<file path="config.mk">
export PLATFORM = sky130hd
export DESIGN_NAME = flash_spi_front_end
export DESIGN_NICKNAME = d
export VERILOG_FILES = /design/src/flash_fe_pkg.sv /design/src/flash_spi_front_end.sv /design/src/pin_sync.sv
export VERILOG_INCLUDE_DIRS = /design/src
export SDC_FILE = /design/constraint.sdc
export NUM_CORES = 1
export LEC_CHECK = 0
export BUFFER_PORTS_ARGS = -buffer_cell sky130_fd_sc_hd__buf_2
export CAP_MARGIN = 20
export CORE_ASPECT_RATIO = 0.7
export CORE_MARGIN = 3
export CORE_UTILIZATION = 35
export DETAILED_ROUTE_END_ITERATION = 6
export PLACE_DENSITY_LB_ADDON = 0.2
export SLEW_MARGIN = 20
export SYNTH_ARGS = -nofsm -noshare
export SYNTH_HDL_FRONTEND = slang
export SYNTH_SLANG_ARGS = --single-unit
</file>
<file path="constraint.sdc">
create_clock -name i_mclk -period 4.7 [get_ports i_mclk]
set_input_delay 0.47 -clock i_mclk [delete_from_list [all_inputs] [get_ports i_mclk]]
set_output_delay 0.47 -clock i_mclk [all_outputs]
set_load 0.05 [all_outputs]
</file>
<file path="src/flash_fe_consts.svh">
// Opcodes, frame bit counts, status layout and timing for the serial
// flash front end.
// Assumes a 25 MHz system clock and a host using SPI mode 0 or mode 3.
`ifndef FLASH_FE_CONSTS_SVH
`define FLASH_FE_CONSTS_SVH

// ==========================================================================
// Opcodes
`define OP_STATUS_READ    8'h05
`define OP_LATCH_SET      8'h06
`define OP_LATCH_CLR      8'h04
`define OP_STATUS_WRITE   8'h01
`define OP_PAGE_PROGRAM   8'h02
`define OP_SECTOR_ERASE   8'h20
`define OP_BLOCK32_ERASE  8'h52
`define OP_BLOCK64_ERASE  8'hD8
`define OP_CHIP_ERASE_A   8'hC7
`define OP_CHIP_ERASE_B   8'h60
`define OP_READ           8'h03
`define OP_FAST_READ      8'h0B
`define OP_DUAL_READ      8'h3B
`define OP_DEEP_SLEEP     8'hB9
`define OP_WAKE_ID        8'hAB
`define OP_MFR_ID         8'h90
`define OP_IDENT          8'h9F
`define OP_UNIQUE_ID      8'h4B

// ==========================================================================
// Rising-edge counts within a frame (count before the edge)
`define CNT_OPCODE_LAST   6'h07
`define CNT_ADDR_HI       6'h0F
`define CNT_ADDR_MID      6'h17
`define CNT_ADDR_LO       6'h1F
`define CNT_DATA_LAST     6'h27
`define CNT_MAX           6'h28
// Whole-frame lengths checked when select rises
`define CNT_OPCODE_ONLY   6'h08
`define CNT_STATUS_FRAME  6'h10
`define CNT_ADDR_FRAME    6'h20
// Bits in before the first output bit
`define HDR_SHORT         6'h08
`define HDR_ADDR          6'h20
`define HDR_DUMMY         6'h28
`define HDR_NEVER         6'h3F

// ==========================================================================
// Status register layout and reset values
`define SR_GUARD_POS      7
`define SR_BP_HI          4
`define SR_BP_LO          2
`define SR_GUARD_RESET    1'b0
`define SR_BP_RESET       3'h0

// ==========================================================================
// Timing
`define MCLK_MHZ          25
`define PROG_TIME_US      1200
`define SECTOR_TIME_US    75000
`define BLOCK_TIME_US     350000
`define CHIP_TIME_US      4000000
`define BUSY_W            27

`endif

</file>
<file path="src/flash_fe_pkg.sv">
// Types shared by the serial flash front end.
// Assumes flash_fe_consts.svh is compiled alongside.
`default_nettype none

package flash_fe_pkg;

	// ======================================================================
	// Decoded command of the current frame
	typedef enum logic [4:0] {
		no_cmd,
		status_read_cmd,
		latch_set_cmd,
		latch_clr_cmd,
		status_write_cmd,
		page_program_cmd,
		sector_erase_cmd,
		block32_erase_cmd,
		block64_erase_cmd,
		chip_erase_cmd,
		read_cmd,
		fast_read_cmd,
		dual_read_cmd,
		deep_sleep_cmd,
		wake_id_cmd,
		mfr_id_cmd,
		read_identification_cmd,
		unique_id_cmd,
		unknown_cmd
	} cmd_t;

	// ======================================================================
	// Erase size handed to the array
	typedef enum logic [1:0] {
		erase_sector,
		erase_block32,
		erase_block64,
		erase_chip
	} erase_kind_t;

endpackage

`default_nettype wire

</file>
<file path="src/flash_spi_front_end.sv">
// Serial interface front end of a serial NOR flash: decode, shift, busy.
// Assumes the array sits outside on i_mclk and answers i_arr_data for
// o_arr_addr within one cycle; the link clock is sampled, not used.
`include "flash_fe_consts.svh"
`default_nettype none

module flash_spi_front_end #(
	parameter int unsigned PROG_CYCLES   = `PROG_TIME_US * `MCLK_MHZ,
	parameter int unsigned SECTOR_CYCLES = `SECTOR_TIME_US * `MCLK_MHZ,
	parameter int unsigned BLOCK_CYCLES  = `BLOCK_TIME_US * `MCLK_MHZ,
	parameter int unsigned CHIP_CYCLES   = `CHIP_TIME_US * `MCLK_MHZ,
	parameter logic [7:0]  MFR_CODE      = 8'h5A, // Arbitrary value
	parameter logic [7:0]  DEV_CODE      = 8'h13, // Arbitrary value
	parameter logic [7:0]  MEM_TYPE      = 8'h40, // Arbitrary value
	parameter logic [7:0]  CAP_CODE      = 8'h14, // Arbitrary value
	parameter logic [63:0] UNIQUE_ID     = 64'h0123_4567_89AB_CDEF // Arbitrary
) (
	input  wire logic                      i_mclk,
	input  wire logic                      i_rst,
	input  wire logic                      i_sclk,
	input  wire logic                      i_select_n,
	input  wire logic                      i_bidir_lane_low,
	input  wire logic                      i_protect_n,
	input  wire logic [7:0]                i_arr_data,
	output logic                           o_bidir_lane_low,
	output logic                           o_bidir_lane_low_oe,
	output logic                           o_out_lane_high,
	output logic                           o_out_lane_high_oe,
	output logic [23:0]                    o_arr_addr,
	output logic                           o_prog_strobe,
	output logic [7:0]                     o_prog_data,
	output logic                           o_erase_strobe,
	output flash_fe_pkg::erase_kind_t      o_erase_kind,
	output logic                           o_busy,
	output logic                           o_write_latch_flag,
	output logic                           o_deep_sleep
);

	logic [3:0]               sync_q;
	logic                     cs_q;
	logic                     sclk_q;
	logic                     din_q;
	logic                     wp_q;
	logic                     cs_d;
	logic                     sclk_d;
	logic                     sclk_rise;
	logic                     sclk_fall;
	logic                     cs_fall;
	logic                     cs_rise;
	logic                     active;
	logic [5:0]               cnt;
	logic [2:0]               bitpos;
	logic [7:0]               sr;
	logic [7:0]               next_byte;
	flash_fe_pkg::cmd_t       cmd;
	flash_fe_pkg::cmd_t       next_cmd;
	logic                     prog_any;
	logic [7:0]               osh;
	logic [2:0]               obit;
	logic [2:0]               byte_idx;
	logic [2:0]               next_idx;
	logic [7:0]               src_byte;
	logic [5:0]               hdr;
	logic                     dual;
	logic                     is_array;
	logic                     out_go;
	logic                     out_load;
	logic                     status_guard_bit;
	logic [2:0]               bp;
	logic [`BUSY_W-1:0]       busy_cnt;
	logic [7:0]               status;

	// ======================================================================
	// Pin sampling; link clock is sampled, so edges cost two cycles delay
	pin_sync #(
		.W (4)
	) u_pin_sync (
		.i_mclk (i_mclk),
		.i_rst  (i_rst),
		.i_d    ({i_select_n, i_sclk, i_bidir_lane_low, i_protect_n}),
		.o_q    (sync_q)
	);
	assign {cs_q, sclk_q, din_q, wp_q} = sync_q;

	// Edge history; select resets low so a fall needs a prior high
	always_ff @(posedge i_mclk or posedge i_rst) begin
		if (i_rst) begin
			cs_d   <= 1'b0;
			sclk_d <= 1'b0;
		end else begin
			cs_d   <= cs_q;
			sclk_d <= sclk_q;
		end
	end

	assign sclk_rise = sclk_q & ~sclk_d;
	assign sclk_fall = ~sclk_q & sclk_d;
	assign cs_fall   = cs_d & ~cs_q;
	assign cs_rise   = cs_q & ~cs_d;
	assign next_byte = {sr[6:0], din_q};
	assign status    = {status_guard_bit, 2'b00, bp, o_write_latch_flag,
		o_busy};
	assign dual      = cmd == flash_fe_pkg::dual_read_cmd;
	assign is_array  = cmd inside {flash_fe_pkg::read_cmd,
		flash_fe_pkg::fast_read_cmd, flash_fe_pkg::dual_read_cmd};

	// ======================================================================
	// Opcode decode with sleep, busy and latch gating
	always_comb begin
		case (next_byte)
			`OP_STATUS_READ:   next_cmd = flash_fe_pkg::status_read_cmd;
			`OP_LATCH_SET:     next_cmd = flash_fe_pkg::latch_set_cmd;
			`OP_LATCH_CLR:     next_cmd = flash_fe_pkg::latch_clr_cmd;
			`OP_STATUS_WRITE:  next_cmd = flash_fe_pkg::status_write_cmd;
			`OP_PAGE_PROGRAM:  next_cmd = flash_fe_pkg::page_program_cmd;
			`OP_SECTOR_ERASE:  next_cmd = flash_fe_pkg::sector_erase_cmd;
			`OP_BLOCK32_ERASE: next_cmd = flash_fe_pkg::block32_erase_cmd;
			`OP_BLOCK64_ERASE: next_cmd = flash_fe_pkg::block64_erase_cmd;
			`OP_CHIP_ERASE_A,
			`OP_CHIP_ERASE_B:  next_cmd = flash_fe_pkg::chip_erase_cmd;
			`OP_READ:          next_cmd = flash_fe_pkg::read_cmd;
			`OP_FAST_READ:     next_cmd = flash_fe_pkg::fast_read_cmd;
			`OP_DUAL_READ:     next_cmd = flash_fe_pkg::dual_read_cmd;
			`OP_DEEP_SLEEP:    next_cmd = flash_fe_pkg::deep_sleep_cmd;
			`OP_WAKE_ID:       next_cmd = flash_fe_pkg::wake_id_cmd;
			`OP_MFR_ID:        next_cmd = flash_fe_pkg::mfr_id_cmd;
			`OP_IDENT:   next_cmd = flash_fe_pkg::read_identification_cmd;
			`OP_UNIQUE_ID:     next_cmd = flash_fe_pkg::unique_id_cmd;
			default:           next_cmd = flash_fe_pkg::unknown_cmd;
		endcase
		// Sleep accepts only wake; busy accepts only status polling
		if (o_deep_sleep && next_cmd != flash_fe_pkg::wake_id_cmd)
			next_cmd = flash_fe_pkg::unknown_cmd;
		else if (o_busy && next_cmd != flash_fe_pkg::status_read_cmd)
			next_cmd = flash_fe_pkg::unknown_cmd;
		else if (!o_write_latch_flag && next_cmd inside {
			flash_fe_pkg::status_write_cmd, flash_fe_pkg::page_program_cmd,
			flash_fe_pkg::sector_erase_cmd, flash_fe_pkg::block32_erase_cmd,
			flash_fe_pkg::block64_erase_cmd, flash_fe_pkg::chip_erase_cmd})
			next_cmd = flash_fe_pkg::unknown_cmd;
	end

	// Bits in before first output bit; non-output commands never start
	always_comb begin
		case (cmd)
			flash_fe_pkg::status_read_cmd,
			flash_fe_pkg::read_identification_cmd: hdr = `HDR_SHORT;
			flash_fe_pkg::read_cmd,
			flash_fe_pkg::wake_id_cmd,
			flash_fe_pkg::mfr_id_cmd:              hdr = `HDR_ADDR;
			flash_fe_pkg::fast_read_cmd,
			flash_fe_pkg::dual_read_cmd,
			flash_fe_pkg::unique_id_cmd:           hdr = `HDR_DUMMY;
			default:                               hdr = `HDR_NEVER;
		endcase
	end

	// ======================================================================
	// Input shifting and frame bookkeeping
	always_ff @(posedge i_mclk or posedge i_rst) begin
		if (i_rst) begin
			active <= 1'b0;
			cnt    <= 6'h00;
			bitpos <= 3'h0;
			sr     <= 8'h00;
			cmd    <= flash_fe_pkg::no_cmd;
		end else if (cs_fall) begin
			active <= 1'b1;
			cnt    <= 6'h00;
			bitpos <= 3'h0;
			cmd    <= flash_fe_pkg::no_cmd;
		end else if (cs_q) begin
			active <= 1'b0;
		end else if (active && sclk_rise) begin
			sr     <= next_byte;
			bitpos <= bitpos + 3'h1;
			if (cnt != `CNT_MAX)
				cnt <= cnt + 6'h01;
			if (cnt == `CNT_OPCODE_LAST)
				cmd <= next_cmd;
		end
	end

	// Program data bytes stream to the array as they complete
	always_ff @(posedge i_mclk or posedge i_rst) begin
		if (i_rst) begin
			o_prog_strobe <= 1'b0;
			o_prog_data   <= 8'h00;
			prog_any      <= 1'b0;
		end else begin
			o_prog_strobe <= 1'b0;
			if (cs_fall) begin
				prog_any <= 1'b0;
			end else if (active && !cs_q && sclk_rise && bitpos == 3'h7 &&
				cmd == flash_fe_pkg::page_program_cmd &&
				cnt >= `CNT_DATA_LAST) begin
				o_prog_strobe <= 1'b1;
				o_prog_data   <= next_byte;
				prog_any      <= 1'b1;
			end
		end
	end

	// Address: three bytes in, then page wrap or linear read increment
	always_ff @(posedge i_mclk or posedge i_rst) begin
		if (i_rst) begin
			o_arr_addr <= 24'h000000;
		end else if (active && !cs_q && sclk_rise) begin
			case (cnt)
				`CNT_ADDR_HI:  o_arr_addr[23:16] <= next_byte;
				`CNT_ADDR_MID: o_arr_addr[15:8]  <= next_byte;
				`CNT_ADDR_LO:  o_arr_addr[7:0]   <= next_byte;
				default:       o_arr_addr        <= o_arr_addr;
			endcase
		end else if (o_prog_strobe) begin
			o_arr_addr[7:0] <= o_arr_addr[7:0] + 8'h01;
		end else if (out_load && is_array) begin
			o_arr_addr <= o_arr_addr + 24'h000001;
		end
	end

	// ======================================================================
	// Output byte source and sequence index
	always_comb begin
		next_idx = byte_idx + 3'h1;
		case (cmd)
			flash_fe_pkg::status_read_cmd: src_byte = status;
			flash_fe_pkg::read_cmd,
			flash_fe_pkg::fast_read_cmd,
			flash_fe_pkg::dual_read_cmd:   src_byte = i_arr_data;
			flash_fe_pkg::wake_id_cmd:     src_byte = DEV_CODE;
			flash_fe_pkg::mfr_id_cmd:      src_byte =
				(byte_idx[0] ^ o_arr_addr[0]) ? DEV_CODE : MFR_CODE;
			flash_fe_pkg::read_identification_cmd: begin
				src_byte = (byte_idx == 3'h0) ? MFR_CODE :
					(byte_idx == 3'h1) ? MEM_TYPE : CAP_CODE;
				if (byte_idx == 3'h2)
					next_idx = 3'h0;
			end
			flash_fe_pkg::unique_id_cmd:
				src_byte = UNIQUE_ID[{~byte_idx, 3'b000} +: 8];
			default:                       src_byte = 8'h00;
		endcase
	end

	assign out_go   = active && !cs_q && sclk_fall && cnt >= hdr;
	assign out_load = out_go && obit == 3'h0;

	// Output shifter; lanes change only on link falling edges
	always_ff @(posedge i_mclk or posedge i_rst) begin
		if (i_rst) begin
			o_out_lane_high     <= 1'b0;
			o_out_lane_high_oe  <= 1'b0;
			o_bidir_lane_low    <= 1'b0;
			o_bidir_lane_low_oe <= 1'b0;
			osh                 <= 8'h00;
			obit                <= 3'h0;
			byte_idx            <= 3'h0;
		end else if (cs_q) begin
			o_out_lane_high_oe  <= 1'b0;
			o_bidir_lane_low_oe <= 1'b0;
			obit                <= 3'h0;
			byte_idx            <= 3'h0;
		end else if (out_go) begin
			o_out_lane_high_oe  <= 1'b1;
			o_bidir_lane_low_oe <= dual;
			if (obit == 3'h0) begin
				o_out_lane_high  <= src_byte[7];
				o_bidir_lane_low <= src_byte[6];
				osh      <= dual ? {src_byte[5:0], 2'b00} :
					{src_byte[6:0], 1'b0};
				obit     <= dual ? 3'h3 : 3'h7;
				byte_idx <= next_idx;
			end else begin
				o_out_lane_high  <= osh[7];
				o_bidir_lane_low <= osh[6];
				osh  <= dual ? {osh[5:0], 2'b00} : {osh[6:0], 1'b0};
				obit <= obit - 3'h1;
			end
		end
	end

	// ======================================================================
	// Status, write latch, sleep and busy timer; commands act on select rise
	always_ff @(posedge i_mclk or posedge i_rst) begin
		if (i_rst) begin
			busy_cnt           <= '0;
			o_busy             <= 1'b0;
			o_write_latch_flag <= 1'b0;
			status_guard_bit   <= `SR_GUARD_RESET;
			bp                 <= `SR_BP_RESET;
			o_deep_sleep       <= 1'b0;
			o_erase_strobe     <= 1'b0;
			o_erase_kind       <= flash_fe_pkg::erase_sector;
		end else begin
			o_erase_strobe <= 1'b0;
			if (o_busy) begin
				busy_cnt <= busy_cnt - `BUSY_W'(1);
				if (busy_cnt == `BUSY_W'(1)) begin
					o_busy             <= 1'b0;
					o_write_latch_flag <= 1'b0;
				end
			end
			if (cs_rise && active) begin
				case (cmd)
					flash_fe_pkg::latch_set_cmd:
						if (cnt == `CNT_OPCODE_ONLY)
							o_write_latch_flag <= 1'b1;
					flash_fe_pkg::latch_clr_cmd:
						if (cnt == `CNT_OPCODE_ONLY)
							o_write_latch_flag <= 1'b0;
					flash_fe_pkg::status_write_cmd:
						// Guard bit plus low protect pin refuses the write
						if (cnt == `CNT_STATUS_FRAME &&
							!(status_guard_bit && !wp_q)) begin
							status_guard_bit   <= sr[`SR_GUARD_POS];
							bp                 <= sr[`SR_BP_HI:`SR_BP_LO];
							o_write_latch_flag <= 1'b0;
						end
					flash_fe_pkg::page_program_cmd:
						if (prog_any) begin
							o_busy   <= 1'b1;
							busy_cnt <= `BUSY_W'(PROG_CYCLES);
						end
					flash_fe_pkg::sector_erase_cmd,
					flash_fe_pkg::block32_erase_cmd,
					flash_fe_pkg::block64_erase_cmd:
						if (cnt == `CNT_ADDR_FRAME) begin
							o_erase_strobe <= 1'b1;
							o_busy         <= 1'b1;
							if (cmd == flash_fe_pkg::sector_erase_cmd) begin
								o_erase_kind <= flash_fe_pkg::erase_sector;
								busy_cnt <= `BUSY_W'(SECTOR_CYCLES);
							end else begin
								o_erase_kind <=
									(cmd == flash_fe_pkg::block32_erase_cmd) ?
									flash_fe_pkg::erase_block32 :
									flash_fe_pkg::erase_block64;
								busy_cnt <= `BUSY_W'(BLOCK_CYCLES);
							end
						end
					flash_fe_pkg::chip_erase_cmd:
						if (cnt == `CNT_OPCODE_ONLY) begin
							o_erase_strobe <= 1'b1;
							o_erase_kind   <= flash_fe_pkg::erase_chip;
							o_busy         <= 1'b1;
							busy_cnt       <= `BUSY_W'(CHIP_CYCLES);
						end
					flash_fe_pkg::deep_sleep_cmd:
						if (cnt == `CNT_OPCODE_ONLY)
							o_deep_sleep <= 1'b1;
					flash_fe_pkg::wake_id_cmd:
						o_deep_sleep <= 1'b0;
					default: ;
				endcase
			end
		end
	end
endmodule // flash_spi_front_end

`default_nettype wire

</file>
<file path="src/pin_sync.sv">
// Two-flop synchroniser for a group of asynchronous pin inputs.
// Assumes every bit is independent; no bus coherence is promised.
`default_nettype none

module pin_sync #(
	parameter int W = 1
) (
	input  wire logic         i_mclk,
	input  wire logic         i_rst,
	input  wire logic [W-1:0] i_d,
	output logic      [W-1:0] o_q
);

	logic [W-1:0] meta;

	// ======================================================================
	// First stage feeds only the second
	always_ff @(posedge i_mclk or posedge i_rst) begin
		if (i_rst) begin
			meta <= '0;
			o_q  <= '0;
		end else begin
			meta <= i_d;
			o_q  <= meta;
		end
	end

endmodule // pin_sync

`default_nettype wire

</file>
==> results.md <==
* Status: complete, no violations
* IO Count at 57
* Netlist cell types at 85
* Flops & latches, synth at 121
* CTS H-tree depth at 4
* Startpoint type of the worst setup path: register
* Die H at 128 um
* Post-Syn Area at about 7500 um2
* CTS root buffer: clkbuf_16
* Slowest stage delay, CP at 0.78 ns
* Crit-path slowest cell: dfrtp_1
* Final wirelength at 21700 um
* YS warnings at 0
* Top cells by area, synth: dfrtp_1 (41%), nand2_1 (4.8%), nor2_1 (3.8%), ha_1 (3.2%), a21oi_1 (3.2%)
* DR vias/cell at 5.64
* Final hold violations at 0
* CTS tree: built
* Hold Path Sink: u_pin_sync.meta[3]
* Met2 GRT Util at about a quarter
* Most Crowded Layer GR: met1
* Max Cap Viol at 0
* Post-synth net total at ~880
* Max Freq at 261 MHz
* RSZ-0062 raised after global routing: no
* Met3 Use GR at 4.93%
* Initial Util at 35.9%
* Pin count of the biggest net entering global routing at 66
* Synthesized area per cell at 8.83 um2
* Crit path required time at between 4 and 5 ns
* Post-Route Setup TNS at 0 ns
* # diodes at 0
* Clk buf depth at 2
* CORE AREA at about 21000 um2
* Inst Count DP at 1134
* Clk_lat worst skew at 0.43 ns
* Layout cells sized above 1 at 13.9%
* WHS Path Cells at 1
* Area grow syn2layout at 13.6%
* Post-CTS Hold Fix Bufs at 0
* CTS Buf Count at 17
* Layout Cells excl Fill at approximately 1200
* Power Density at between 300 and 400 nW/um2
* Layout net count at 910
* RR Endpoint: o_arr_addr[12]
* Number of synthesized flops with an enable pin at 0
* DR vias at 6559
* Final period util at between 80 and 90%
* Resized cells post-CTS at 0
* Total die area at ~23000 um2
* Critical-path maximum fanout at 23
* Crit-path cells: nor2b_1 > a21oi_1 > inv_1 > ha_1 > a211oi_1 > o21ai_1 > nand3_1 > o21ai_0 > a21boi_0
* Final Critical Period at between 3 and 4 ns
* R2R Setup Slk at between 0.8 and 0.9 ns
* Top cells by count, synth: dfrtp_1 (121), nand2_1 (95), nor2_1 (75), a21oi_1 (47), o21ai_0 (37)
* RePlAce Congestion at roughly 0.87
* Most used DFF post-synth: dfrtp_1
* Max VDD drop at 0.000262 V
* Detailed placement HPWL at 15500 um
* Worst Skew at 0.0122 ns
* Global routing usage on met1 at a little under a third
* Slew headroom at 40.5%
* Global Route Usage Sum at 19.3%
* Gr ovfl total at 0
* First-pass GRT wire length at 35600 um
* Post-synthesis sequential area ratio at 40.6%
* Chip width at about 180 um
* Final setup vio count at 0
* Initial antenna violation count at 0
* Min-Delay Path Class: input pin to register
* Critical path arrival at 4.11 ns
* Vias in the first global route at 6232
* Leakage at 3.76 nW
* Clock sink count at 121
* # rows at 44
* Top-count cell post-synth: dfrtp_1
* Avg WL per Cell at ~19 um
* I/O Buffers at 56
* Max-slew violation count at 0
* Initial DRC Count at 652
* Worst-path clk slew at 0.05 ns
* Drt pass-1 iters at 5
* Reg2reg start: cmd[4]
* Critical Setup Path Class: register to register
* # fillers at 2105
* Synth top area share at 40.6%
* Synth Instances at 845
* ANT nets after route at 0
* # DRC at 0
* Worst Reg-to-Reg Cells at 9
* Hold_sp: i_select_n
* Actual slew at the worst max-slew pin at 0.889 ns
* Async SR Flop Fraction at 100%
* Worst setup EP type: register
* Leading area contributor after synthesis: dfrtp_1
* Post-CTS Repair Setup Buffers at 0
[layout by cell type, fill, tap and decap left out, drive strengths merged, types with 13 or more instances in the layout]
master | netlist | final
dfrtp | 121 | 121
clkbuf | 27 | 25
nor2 | 75 | 75
a21oi | 47 | 47
nor3 | 28 | 28
xor2 | 17 | 17
inv | 22 | 22
a31oi | 17 | 17
o21ai | 58 | 58
o211ai | 13 | 13
nand2 | 95 | 95
buf | 22 | 62
xnor2 | 17 | 17
nand3 | 36 | 36
ha | 19 | 19
[report_power, final]
part	leakage [nW]	total (mW)	internal (mW)	switching (mW)
Clock	0.271	1.23	0.782	0.450
Combinational	1.86	0.200	0.0879	0.112
Sequential	1.63	1.14	1.06	0.0790
Total	3.76	2.57	1.93	0.641
[layout make-up]
type | instances | area, um2 | share of cell area (%)
sequential | 121 | 3030 | 35.7
clock buffer | 25 | 505 | 5.96
clock inverter | 3 | 40.0 | 0.472
multi-input combinational | 653 | 4140 | 48.8
timing repair buffer | 62 | 338 | 3.98
inverter | 22 | 85.1 | 1.00
tap | 276 | 345 | 4.07
[routing by layer]
layer  share of wire (%)  up-vias  wire length [um]
met5                   0        -                 0
met4                 1.3        0               284
met3                 6.5       22              1410
met2                  38      199              8320
met1                  54     3168             11700
li1                    -     3170                 -
[logic make-up (layout without fill, tap and decap cells)]
logic type,after synthesis,after routing,share of synthesized area [%]
AO/OA/AOI/OAI,224,224,19.9
adder cells (fa/ha/maj),19,19,3.19
AND/OR/NAND/NOR,358,358,25.7
buffers and inverters,71,112,3.99
XOR/XNOR,34,34,3.99
flip-flops,121,121,40.6
multiplexers,18,18,2.62
[sequential cells by signal, summed over array words and instances, names as in the netlist, 4 cells and up]
name and count:
osh 7, u_pin_sync.o_q 4, sr 8, cnt 6, o_prog_data 8, u_pin_sync.meta 4, o_arr_addr 24, cmd 5
busy_cnt 27
[how the worst max path moves through the flow]
stage	cells past startpoint	slack (ns)	endpoint	startpoint
3_5_place_dp	9	0.96	o_arr_addr[12]	cmd[4]
3_3_place_gp	9	1.14	o_arr_addr[12]	cmd[4]
2_1_floorplan	1	1.02	active	i_rst
6_report	9	0.86	o_arr_addr[12]	cmd[4]
5_1_grt	9	0.41	o_arr_addr[12]	cmd[4]
4_1_cts	9	0.95	o_arr_addr[12]	cmd[4]
[metrics by stage]
stage	util (%)	worst slack [ns]	power, mW	hold slack [ns]	instance area [um2]
2_1_floorplan	-	1.02	1.29	0.331	7460
3_3_place_gp	38.1	1.14	1.35	0.333	7930
3_5_place_dp	38.1	0.956	1.35	0.338	7930
4_1_cts	40.7	0.951	2.60	0.134	8480
5_1_grt	40.7	0.414	2.69	0.134	8480
6_report	40.7	0.863	2.57	0.146	8480
[critical path: cells and delay by family (launching register included)]
family                     cells  cell delay (ns)
DFF                            1             0.78
AOI/OAI and AO/OA              5             1.61
buffers and inverters          1             0.15
adders and majority gates      1             0.30
and+or+nand+nor                2             0.83
Power figures use the tool's default switching activity.
